### config.mk
export PLATFORM = sky130hd
export DESIGN_NAME = dfm_fault_manager
export DESIGN_NICKNAME = d
export VERILOG_FILES = /design/src/hw/dfm_edge_sync.v /design/src/hw/dfm_timer.v /design/src/hw/dfm_fault_manager.v
export VERILOG_INCLUDE_DIRS = /design/src /design/src/hw
export SDC_FILE = /design/constraint.sdc
export NUM_CORES = 1
export LEC_CHECK = 0
export ABC_AREA = 0
export BUFFER_PORTS_ARGS = -buffer_cell sky130_fd_sc_hd__buf_2
export CAP_MARGIN = 40
export CORE_UTILIZATION = 35
export CTS_CLUSTER_DIAMETER = 80
export CTS_CLUSTER_SIZE = 12
export DETAILED_ROUTE_END_ITERATION = 8
export PLACE_DENSITY_LB_ADDON = 0.3
export SYNTH_ARGS = -nofsm -noshare
export SYNTH_HDL_FRONTEND = slang
export SYNTH_HIERARCHICAL = 1
export SYNTH_SLANG_ARGS = --single-unit
### constraint.sdc
create_clock -name clock_i -period 5.3 [get_ports clock_i]
set_clock_uncertainty 0.05 [all_clocks]
set_input_delay 0 -clock clock_i [delete_from_list [all_inputs] [get_ports clock_i]]
set_output_delay 0 -clock clock_i [all_outputs]
set_load 0.005 [all_outputs]
### src/hw/dfm_defs.vh
`ifndef DFM_DEFS_VH
`define DFM_DEFS_VH

// Fault codes
`define DFM_CODE_NONE        8'h00
`define DFM_CODE_BRAKE_CUR   8'h01
`define DFM_CODE_BRAKE_OVL   8'h02
`define DFM_CODE_OUT_OVC     8'h03
`define DFM_CODE_MOTOR_OVL   8'h04

// Access code default and brake chopper selection
`define DFM_ACCESS_CODE_RST  16'h0065
`define DFM_CHOPPER_SEL_ON   2'h1

// Clock and times
`define DFM_CLK_HZ           100000000
`define DFM_LOCKOUT_BASE_S   2
`define DFM_LOCKOUT_MAX_IDX  3'h6
`define DFM_TRIP_CNT_SAT     3'h6
`define DFM_OK_HOLD_MS       2000
`define DFM_FLASH_MS         250
`define DFM_LOG_DEPTH        4

`endif

### src/hw/dfm_edge_sync.v
`timescale 1ns/1ps
`include "dfm_defs.vh"

module dfm_edge_sync (
    // Clock and reset
    input  wire clock_i,
    input  wire nrst_i,
    // Pin side
    input  wire pin_i,
    // Logic side
    output reg  level_o,
    output reg  rise_o
);

reg meta_reg;
reg sync_reg;

always @(posedge clock_i or negedge nrst_i) begin
    if (!nrst_i) begin
        meta_reg <= 1'b0;
        sync_reg <= 1'b0;
        level_o  <= 1'b0;
        rise_o   <= 1'b0;
    end else begin
        meta_reg <= pin_i;
        sync_reg <= meta_reg;
        level_o  <= sync_reg;
        rise_o   <= sync_reg & ~level_o;
    end
end

endmodule // dfm_edge_sync

### src/hw/dfm_timer.v
`timescale 1ns/1ps
`include "dfm_defs.vh"

module dfm_timer #(
    parameter WIDTH = 36
) (
    // Clock and reset
    input  wire             clock_i,
    input  wire             nrst_i,
    // Control
    input  wire             start_i,
    input  wire             run_i,
    input  wire [WIDTH-1:0] limit_i,
    // Status
    output reg              done_o
);

reg [WIDTH-1:0] count_reg;

always @(posedge clock_i or negedge nrst_i) begin
    if (!nrst_i) begin
        count_reg <= {WIDTH{1'b0}};
        done_o    <= 1'b0;
    end else if (start_i || !run_i) begin
        count_reg <= {WIDTH{1'b0}};
        done_o    <= 1'b0;
    end else if (count_reg >= limit_i) begin
        done_o    <= 1'b1;
    end else begin
        count_reg <= count_reg + {{(WIDTH-1){1'b0}}, 1'b1};
    end
end

endmodule // dfm_timer

### src/hw/dfm_fault_manager.v
`timescale 1ns/1ps
`include "dfm_defs.vh"

// Functional notes
// - Any fault shows its code and opens the run relay by default.
// - Log holds last four faults, newest first, shown first on opening.
// - Stop button or power cycle clears the active fault.
// - New rising edge on forward or reverse enable clears the fault.
// - Fieldbus reset bit written as one clears the active fault.
// - Overcurrent and overload trips ignore resets until lockout elapses.
// - Lockout doubles per trip: 2,4,8,16,32 s, then 64 s.
// - Factory default restore leaves fault log untouched.
// - Log viewable only when access entry equals access code, default 101.
// - Up key steps to older entry; flashing dots show position.
// - Codes: brake current 01, resistor 02, overcurrent 03, overload 04.
// - Brake resistor overload raised only when chopper selection is 1.
// - Motor overload trips after current exceeds rating too long.
// - Decimal points flash while motor current exceeds its rating.
// - Stop-ready shown with no enable and no fault.
// - OK held about two seconds enters or confirms editing.
// - Run relay closes with an enable asserted and no fault.
module dfm_fault_manager #(
    parameter CLK_HZ      = `DFM_CLK_HZ,
    parameter LOCK_BASE_S = `DFM_LOCKOUT_BASE_S,
    parameter OK_HOLD_MS  = `DFM_OK_HOLD_MS,
    parameter FLASH_MS    = `DFM_FLASH_MS,
    parameter OVL_CYCLES  = 1000000
) (
    // Clock and reset
    input  wire        clock_i,
    input  wire        nrst_i,
    // Terminal inputs
    input  wire        forward_enable_input_i,
    input  wire        reverse_enable_input_i,
    // Keypad
    input  wire        stop_key_i,
    input  wire        up_key_i,
    input  wire        ok_key_i,
    // Monitors, same clock
    input  wire        brake_current_trip_i,
    input  wire        brake_resistor_overload_i,
    input  wire        out_overcurrent_trip_i,
    input  wire        motor_over_rated_i,
    // Configuration
    input  wire [1:0]  chopper_sel_i,
    input  wire [15:0] access_entry_i,
    input  wire [15:0] access_code_i,
    input  wire        relay_on_fault_i,
    input  wire        defaults_restore_i,
    input  wire        fault_log_view_i,
    // Fieldbus
    input  wire        bus_reset_bit_i,
    // Status
    output reg  [7:0]  fault_code_o,
    output reg         fault_active_o,
    output reg         run_relay_o,
    output reg         stop_ready_indication_o,
    output reg  [7:0]  log_entry_o,
    output reg  [1:0]  log_index_o,
    output reg  [3:0]  log_dots_o,
    output reg         log_view_active_o,
    output reg         overload_dots_o,
    output reg         ok_hold_o,
    output reg         motor_overload_trip_o
);

// ----------------------------------------------------------------
// Derived counts
// ----------------------------------------------------------------
localparam [35:0] LOCK_BASE_CYC = CLK_HZ * LOCK_BASE_S;
localparam [35:0] OK_HOLD_CYC   = (CLK_HZ / 1000) * OK_HOLD_MS;
localparam [35:0] FLASH_CYC     = (CLK_HZ / 1000) * FLASH_MS;
localparam [35:0] OVL_CYC       = OVL_CYCLES;

// ----------------------------------------------------------------
// Input synchronisers
// ----------------------------------------------------------------
wire fwd_level;
wire fwd_rise;
wire rev_level;
wire rev_rise;
wire stop_level;
wire stop_rise;
wire up_level;
wire up_rise;
wire ok_level;
wire bus_level;
wire bus_rise;

dfm_edge_sync u_fwd  (.clock_i(clock_i), .nrst_i(nrst_i), .pin_i(forward_enable_input_i),
                      .level_o(fwd_level), .rise_o(fwd_rise));
dfm_edge_sync u_rev  (.clock_i(clock_i), .nrst_i(nrst_i), .pin_i(reverse_enable_input_i),
                      .level_o(rev_level), .rise_o(rev_rise));
dfm_edge_sync u_stop (.clock_i(clock_i), .nrst_i(nrst_i), .pin_i(stop_key_i),
                      .level_o(stop_level), .rise_o(stop_rise));
dfm_edge_sync u_up   (.clock_i(clock_i), .nrst_i(nrst_i), .pin_i(up_key_i),
                      .level_o(up_level), .rise_o(up_rise));
dfm_edge_sync u_ok   (.clock_i(clock_i), .nrst_i(nrst_i), .pin_i(ok_key_i),
                      .level_o(ok_level), .rise_o());
dfm_edge_sync u_bus  (.clock_i(clock_i), .nrst_i(nrst_i), .pin_i(bus_reset_bit_i),
                      .level_o(bus_level), .rise_o(bus_rise));

// ----------------------------------------------------------------
// Motor overload integration
// ----------------------------------------------------------------
wire ovl_done;

dfm_timer u_ovl_timer (
    .clock_i (clock_i),
    .nrst_i  (nrst_i),
    .start_i (1'b0),
    .run_i   (motor_over_rated_i),
    .limit_i (OVL_CYC),
    .done_o  (ovl_done)
);

// ----------------------------------------------------------------
// Fault detection and priority
// ----------------------------------------------------------------
reg  [7:0] new_code;
wire       res_ovl_en = (chopper_sel_i == `DFM_CHOPPER_SEL_ON);

always @* begin
    new_code = `DFM_CODE_NONE;
    if (brake_current_trip_i)
        new_code = `DFM_CODE_BRAKE_CUR;
    else if (brake_resistor_overload_i && res_ovl_en)
        new_code = `DFM_CODE_BRAKE_OVL;
    else if (out_overcurrent_trip_i)
        new_code = `DFM_CODE_OUT_OVC;
    else if (ovl_done)
        new_code = `DFM_CODE_MOTOR_OVL;
end

wire new_fault  = !fault_active_o && (new_code != `DFM_CODE_NONE);
wire lock_class = (new_code == `DFM_CODE_OUT_OVC) || (new_code == `DFM_CODE_MOTOR_OVL);

// ----------------------------------------------------------------
// Lockout trip counter and delay
// ----------------------------------------------------------------
reg  [2:0]  trip_cnt_reg;
reg         locked_reg;
wire        lock_done;
// Sixth and later trips keep the longest delay
wire [2:0]  shift_idx = (trip_cnt_reg > `DFM_LOCKOUT_MAX_IDX) ? `DFM_LOCKOUT_MAX_IDX
                                                              : trip_cnt_reg;
wire [35:0] lock_limit = LOCK_BASE_CYC << (shift_idx - 3'h1);
wire        lock_start = new_fault && lock_class;

always @(posedge clock_i or negedge nrst_i) begin
    if (!nrst_i) begin
        trip_cnt_reg <= 3'h0;
    end else if (lock_start && trip_cnt_reg != `DFM_TRIP_CNT_SAT) begin
        trip_cnt_reg <= trip_cnt_reg + 3'h1;
    end
end

dfm_timer u_lock_timer (
    .clock_i (clock_i),
    .nrst_i  (nrst_i),
    .start_i (lock_start),
    .run_i   (locked_reg),
    .limit_i (lock_limit),
    .done_o  (lock_done)
);

// ----------------------------------------------------------------
// Active fault and reset requests
// ----------------------------------------------------------------
wire reset_req = stop_rise || fwd_rise || rev_rise || bus_rise;
wire reset_ok  = !locked_reg || lock_done;

always @(posedge clock_i or negedge nrst_i) begin
    if (!nrst_i) begin
        fault_active_o <= 1'b0;
        fault_code_o   <= `DFM_CODE_NONE;
        locked_reg     <= 1'b0;
    end else if (new_fault) begin
        fault_active_o <= 1'b1;
        fault_code_o   <= new_code;
        locked_reg     <= lock_class;
    end else if (fault_active_o && reset_req && reset_ok) begin
        fault_active_o <= 1'b0;
        fault_code_o   <= `DFM_CODE_NONE;
        locked_reg     <= 1'b0;
    end
end

// ----------------------------------------------------------------
// Relay and indications
// ----------------------------------------------------------------
wire enabled = fwd_level || rev_level;
wire blocked = (fault_active_o || new_fault) && relay_on_fault_i;

always @(posedge clock_i or negedge nrst_i) begin
    if (!nrst_i) begin
        run_relay_o             <= 1'b0;
        stop_ready_indication_o <= 1'b0;
        motor_overload_trip_o   <= 1'b0;
    end else begin
        run_relay_o             <= enabled && !blocked;
        stop_ready_indication_o <= !enabled && !fault_active_o;
        motor_overload_trip_o   <= fault_code_o == `DFM_CODE_MOTOR_OVL;
    end
end

// ----------------------------------------------------------------
// Fault log, kept through default restore
// ----------------------------------------------------------------
reg [7:0] log_mem [0:`DFM_LOG_DEPTH-1];
integer   i;

always @(posedge clock_i or negedge nrst_i) begin
    if (!nrst_i) begin
        for (i = 0; i < `DFM_LOG_DEPTH; i = i + 1)
            log_mem[i] <= `DFM_CODE_NONE;
    end else if (new_fault) begin
        for (i = `DFM_LOG_DEPTH-1; i > 0; i = i - 1)
            log_mem[i] <= log_mem[i-1];
        log_mem[0] <= new_code;
    end
end
// defaults_restore_i deliberately has no effect on log_mem
wire unused_defaults = defaults_restore_i;

// ----------------------------------------------------------------
// Log viewer
// ----------------------------------------------------------------
// Flash state, also read by the dots below
reg [35:0] flash_cnt_reg;
reg        flash_reg;

wire unlocked = (access_entry_i == access_code_i);
wire view_en  = fault_log_view_i && unlocked;

always @(posedge clock_i or negedge nrst_i) begin
    if (!nrst_i) begin
        log_view_active_o <= 1'b0;
        log_index_o       <= 2'h0;
        log_entry_o       <= 8'h00;
        log_dots_o        <= 4'h0;
    end else begin
        log_view_active_o <= view_en;
        if (!view_en)
            log_index_o <= 2'h0;
        else if (up_rise && log_index_o != 2'h3)
            log_index_o <= log_index_o + 2'h1;
        log_entry_o <= view_en ? log_mem[log_index_o] : 8'h00;
        log_dots_o  <= (view_en && flash_reg) ? ((4'h2 << log_index_o) - 4'h1)
                                              : 4'h0;
    end
end

// ----------------------------------------------------------------
// Flash timebase and overload dots
// ----------------------------------------------------------------
always @(posedge clock_i or negedge nrst_i) begin
    if (!nrst_i) begin
        flash_cnt_reg   <= 36'h0;
        flash_reg       <= 1'b0;
        overload_dots_o <= 1'b0;
    end else begin
        if (flash_cnt_reg >= FLASH_CYC - 36'h1) begin
            flash_cnt_reg <= 36'h0;
            flash_reg     <= ~flash_reg;
        end else begin
            flash_cnt_reg <= flash_cnt_reg + 36'h1;
        end
        overload_dots_o <= motor_over_rated_i && flash_reg;
    end
end

// ----------------------------------------------------------------
// OK key hold detector
// ----------------------------------------------------------------
wire ok_done;

dfm_timer u_ok_timer (
    .clock_i (clock_i),
    .nrst_i  (nrst_i),
    .start_i (1'b0),
    .run_i   (ok_level),
    .limit_i (OK_HOLD_CYC),
    .done_o  (ok_done)
);

reg ok_seen_reg;

always @(posedge clock_i or negedge nrst_i) begin
    if (!nrst_i) begin
        ok_seen_reg <= 1'b0;
        ok_hold_o   <= 1'b0;
    end else begin
        ok_seen_reg <= ok_done;
        ok_hold_o   <= ok_done && !ok_seen_reg;
    end
end

endmodule // dfm_fault_manager

**Yosys cells after proc, flatten, opt, wreduce, memory -nomap -nowiden**

Cells that the tools add are included.
Widths: inputs -> output; s select.

- Flip-flop bits (word level): 237
- Word-level logic and storage cells: 150

- Add/subtract/negate cells: 8
- $lt $le $gt $ge: 6
- Multiplexer cells: 30
- Shifts and indexed selects: 2
- Equality and inequality tests: 13
- Reduce and logical (&&, ||, !) cells: 30
- Bitwise operators: 12

Operator list:

| kind | count |
|---|---|
| $mux 36 | 7 |
| $add 36x1->36 const B | 4 |
| $mux 8 | 8 |
| $ge 36x20->1 const B | 1 |
| $ge 36x25->1 const B | 1 |
| $ge 36x28->1 const B | 1 |
| $ge 36x36->1 | 1 |
| $shl 28x3->36 const A | 1 |
| $bmux 8 s2 | 1 |
| $eq 16x16->1 | 1 |
| $eq 8x3->1 const B | 2 |
| $logic_and 1x1->1 | 14 |
| $mux 1 | 9 |
| $eq 8x2->1 const B | 1 |
| $logic_or 1x1->1 | 8 |
| $ne 2x1->1 const B | 4 |
| $reduce_bool 8->1 | 1 |
| $mux 3 | 2 |
| $ne 2x2->1 const B | 3 |
| $not 1->1 | 6 |
| $and 1x1->1 | 5 |
| $logic_not 1->1 | 5 |
| $mux 2 | 2 |
| $mux 4 | 1 |
| 11 further kinds | 12 |

**Depth between registers and ports, before layout**

- Depth in word-level cells: 10
- Gate-level depth with buffers: 22
- Depth with buffers taken out: 19

**Modules after synthesis**

Netlist, hierarchy kept.

Modules (own cells, without submodules):

| module | area each (um^2) | cells each | sequential area each (um^2) | times used |
|---|---|---|---|---|
| dfm_timer | 2876.5 | 348 | 925.9 | 3 |
| dfm_fault_manager | 3714.8 | 346 | 1826.8 | 1 |
| dfm_edge_sync | 113.9 | 5 | 100.1 | 6 |

**Worst setup path after synthesis**

No wires, ideal clock.

- Path kind: register to register
- Start point: register trip_cnt_reg[0]
- End point: register u_lock_timer.count_reg[10]
- Data arrival time: 4.450 ns
- Cell stages (with the launch flop): 22
- Path slack: 0.668 ns
- Setup time: 0.132 ns
- Required time: 5.118 ns
- Period minus slack after synthesis: 4.632 ns
- Cell sequence: dfrtp_1 > inv_1 > ha_1 > nor2b_1 > a21oi_1 > inv_1 > ha_1 > ha_1 > clkbuf_1 > inv_1 > nor2_1 > inv_1 > ha_1 > nand4_1 > nor4_1 > nand3_1 > o221ai_1 > buf_2 > buf_1 > nor3_1 > xnor2_1 > nor2_1

- Word-level cells in the longest chain between the ends: 6

Ends and longest elaborated chain:

| what | RTL line | RTL |
|---|---|---|
| start: declaration | dfm_fault_manager.v:141 | `reg [2:0] trip_cnt_reg;` |
| start signal: assignment | dfm_fault_manager.v:154 | `trip_cnt_reg <= trip_cnt_reg + 3'h1;` |
| $gt 3x3->1 (no line) | - |  |
| $mux 3 * | dfm_fault_manager.v:145 | `` wire [2:0] shift_idx = (trip_cnt_reg > `DFM_LOCKOUT_MAX_IDX) ? `DFM_LOCKOUT_MAX_IDX `` |
| $sub 3x1->3 * | dfm_fault_manager.v:147 | `wire [35:0] lock_limit = LOCK_BASE_CYC << (shift_idx - 3'h1);` |
| $shl 28x3->36 * | dfm_fault_manager.v:147 |  |
| net lock_limit[17] | dfm_fault_manager.v:147 |  |
| $ge 36x36->1 * | dfm_timer.v:27 | `end else if (count_reg >= limit_i) begin` |
| $ne 2x1->1 (no line) * | - |  |
| end signal: assignment | dfm_timer.v:22 | `count_reg <= {WIDTH{1'b0}};` |
| end signal: assignment | dfm_timer.v:25 | `count_reg <= {WIDTH{1'b0}};` |
| end signal: assignment | dfm_timer.v:30 | `count_reg <= count_reg + {{(WIDTH-1){1'b0}}, 1'b1};` |
| end: declaration | dfm_timer.v:18 | `reg [WIDTH-1:0] count_reg;` |

The timed path passes the listed nets; every way through them passes the cells marked *.
A chain may end at the register's enable or synchronous reset.

**Final worst setup path**

- Start point: register trip_cnt_reg[0]
- End point: register u_lock_timer.count_reg[32]

The elaborated chain is that of the path after synthesis.

==> metrics <==
FMAX about 200 MHz; Rows 70; wire length after detailed routing 27520 um; worst-path cell chain inv_1 > ha_1 > nor2b_1 > a21oi_1 > buf_4 > inv_1 > ha_1 > ha_1 > inv_1 > a21o_1 > inv_1 > ha_1 > a21oi_1 > o21ai_0 > a221oi_1 > o221ai_1 > buf_4 > or3_1 > or4_1 > nand2_1; via count of the first global-routing pass 9943; core footprint 0.03652 mm^2; GRT Resource Usage Total 0.1489; share of cells above drive strength 1 0.09530; Overall Power 4013 uW; RR Endpoint u_lock_timer/count_reg[32]; FF-to-FF path depth 20; GP Congestion around 0.8; Setup Viol. Count Final 0; post-place setup slack between 0.4 and 0.5 ns; Layout Cell Area excl Fill 0.01498 mm^2; largest net degree at the start of global routing slightly above 70; worst hold slack -0.003742 ns; drt wl/cell about 13 um; CTS tree yes; CP Capture Type flip-flop; CP max-delay cell ha_1; synthesized instance count 1418; critical path data arrival time 5.28 ns; DP HPWL 19770 um; crit path kind reg2reg; Clk Latency, worst-skew pair 0.50 ns; Leakage 0.006932 uW; FF-to-FF setup slack 0.40 ns; Ports 78; leading cell type in the layout, fill and taps excluded dfrtp_1; failing checks hold timing; slew of the pin with the lowest slew margin about 0.93 ns; Starting Density 0.3556; CP max FO 13; WP buf/inv 6; DRT Pass-1 Iters 5; Starting DRT DRC Count around 430; Slew headroom 0.3761; pwr/cell area 267.9 mW/mm^2; fin crit share 0.9238; most frequent cells in the layout dfrtp_1 (207), inv_1 (143), nor2_1 (132); H-tree depth 1; die width 194.6 um; Nets between 1500 and 2000; Buffers on Ports 66; Final Hold Fails 14; RSZ-0062 raised after global routing false; initial antenna violation count 0; Die ar. 0.03788 mm^2; drt via density 4.923; CTS buffer count 21; netlist area before placement ~0.013 mm^2; grt total ovfl 0; Period minus WS final 4.896 ns; Diodes inserted 0; CP Launch Type flip-flop; worst r2r src trip_cnt_reg[0]; status finished with violations; Die Y 194.6 um; max capacitance violation total 0; CTS Sinks 207; global-route wire length before repair 47670 um; worst hold path class in2async; area grow syn2layout 15.31%; clock root buffer clkbuf_16; Yosys Warn Count 6; Mapped Avg Cell Area 9.160 um^2; VDD IR max 0.3169 mV; Post-CTS Setup Bufs 0; CP required 5.69 ns; critical path's top delay family adder cells; Worst path max stage delay 0.53 ns; Slew Viols, Final 0; post-route setup TNS 0 ns; clock-pin transition on the worst setup and hold timing paths 0.06 ns; area post-placement 0.01420 mm^2; via count 10160; setup ws final 0.4036 ns; clock buffer depth 3; ANT nets after route 0; drt drc 0
what timing repair did:
action,CTS,global route
hold buffers,17,0
hold endpoints to repair,108,0
resized for setup,0,1
setup endpoints to repair,0,1
metrics by stage:
stage                       util  hold WS (ns)  cells
after detailed placement  0.3889      -0.05069   2020
after CTS                 0.4099      0.001527   2063
after global routing      0.4101       0.03914   2063
after floorplan                -       -0.3456   1523
final                     0.4101     -0.003742   2063
after global placement    0.3865      -0.05118   2014
where the power goes:
group          internal (uW)  switching, uW
combinational            365            535
clock                    784            595
sequential              1650           82.3
total                   2800           1210
worst reg2reg max path: stages, from the launching register on:
cell and delay [ns]:
dfrtp_1 0.43, inv_1 0.13, ha_1 0.19, nor2b_1 0.07
a21oi_1 0.14, buf_4 0.17, inv_1 0.09, ha_1 0.23
ha_1 0.53, inv_1 0.21, a21o_1 0.20, inv_1 0.07
ha_1 0.25, a21oi_1 0.13, o21ai_0 0.11, a221oi_1 0.36
o221ai_1 0.20, buf_4 0.22, or3_1 0.49, or4_1 0.51
nand2_1 0.08
layout make-up:
cell class,instances,area (um^2)
fillers,3559,21550
multi-input cells,1118,7390
flip-flops and latches,207,5180
repair buffers,101,689.4
well taps,468,585.6
clock buffers,24,556.8
inverters,143,536.8
clock inverters,2,38.79
per-layer routing:
metal	wire, um	track usage
met2	13170	0.2574
met3	691	0.01562
met5	0	0
met4	502	0.03498
met1	13160	0.1990
worst max-delay path by stage:
stage                    startpoint                          to  slack [ns]  cells past startpoint
finish              trip_cnt_reg[0]  u_lock_timer/count_reg[32]        0.40                     20
global route        trip_cnt_reg[0]  u_lock_timer/count_reg[32]        0.07                     20
CTS                 trip_cnt_reg[0]  u_lock_timer/count_reg[32]        0.43                     20
detailed placement  trip_cnt_reg[1]  u_lock_timer/count_reg[32]        0.46                     19
global placement    trip_cnt_reg[1]  u_lock_timer/count_reg[32]        0.61                     19
floorplan           trip_cnt_reg[0]  u_lock_timer/count_reg[10]        0.67                     21
(Power assumes the default switching activity.)
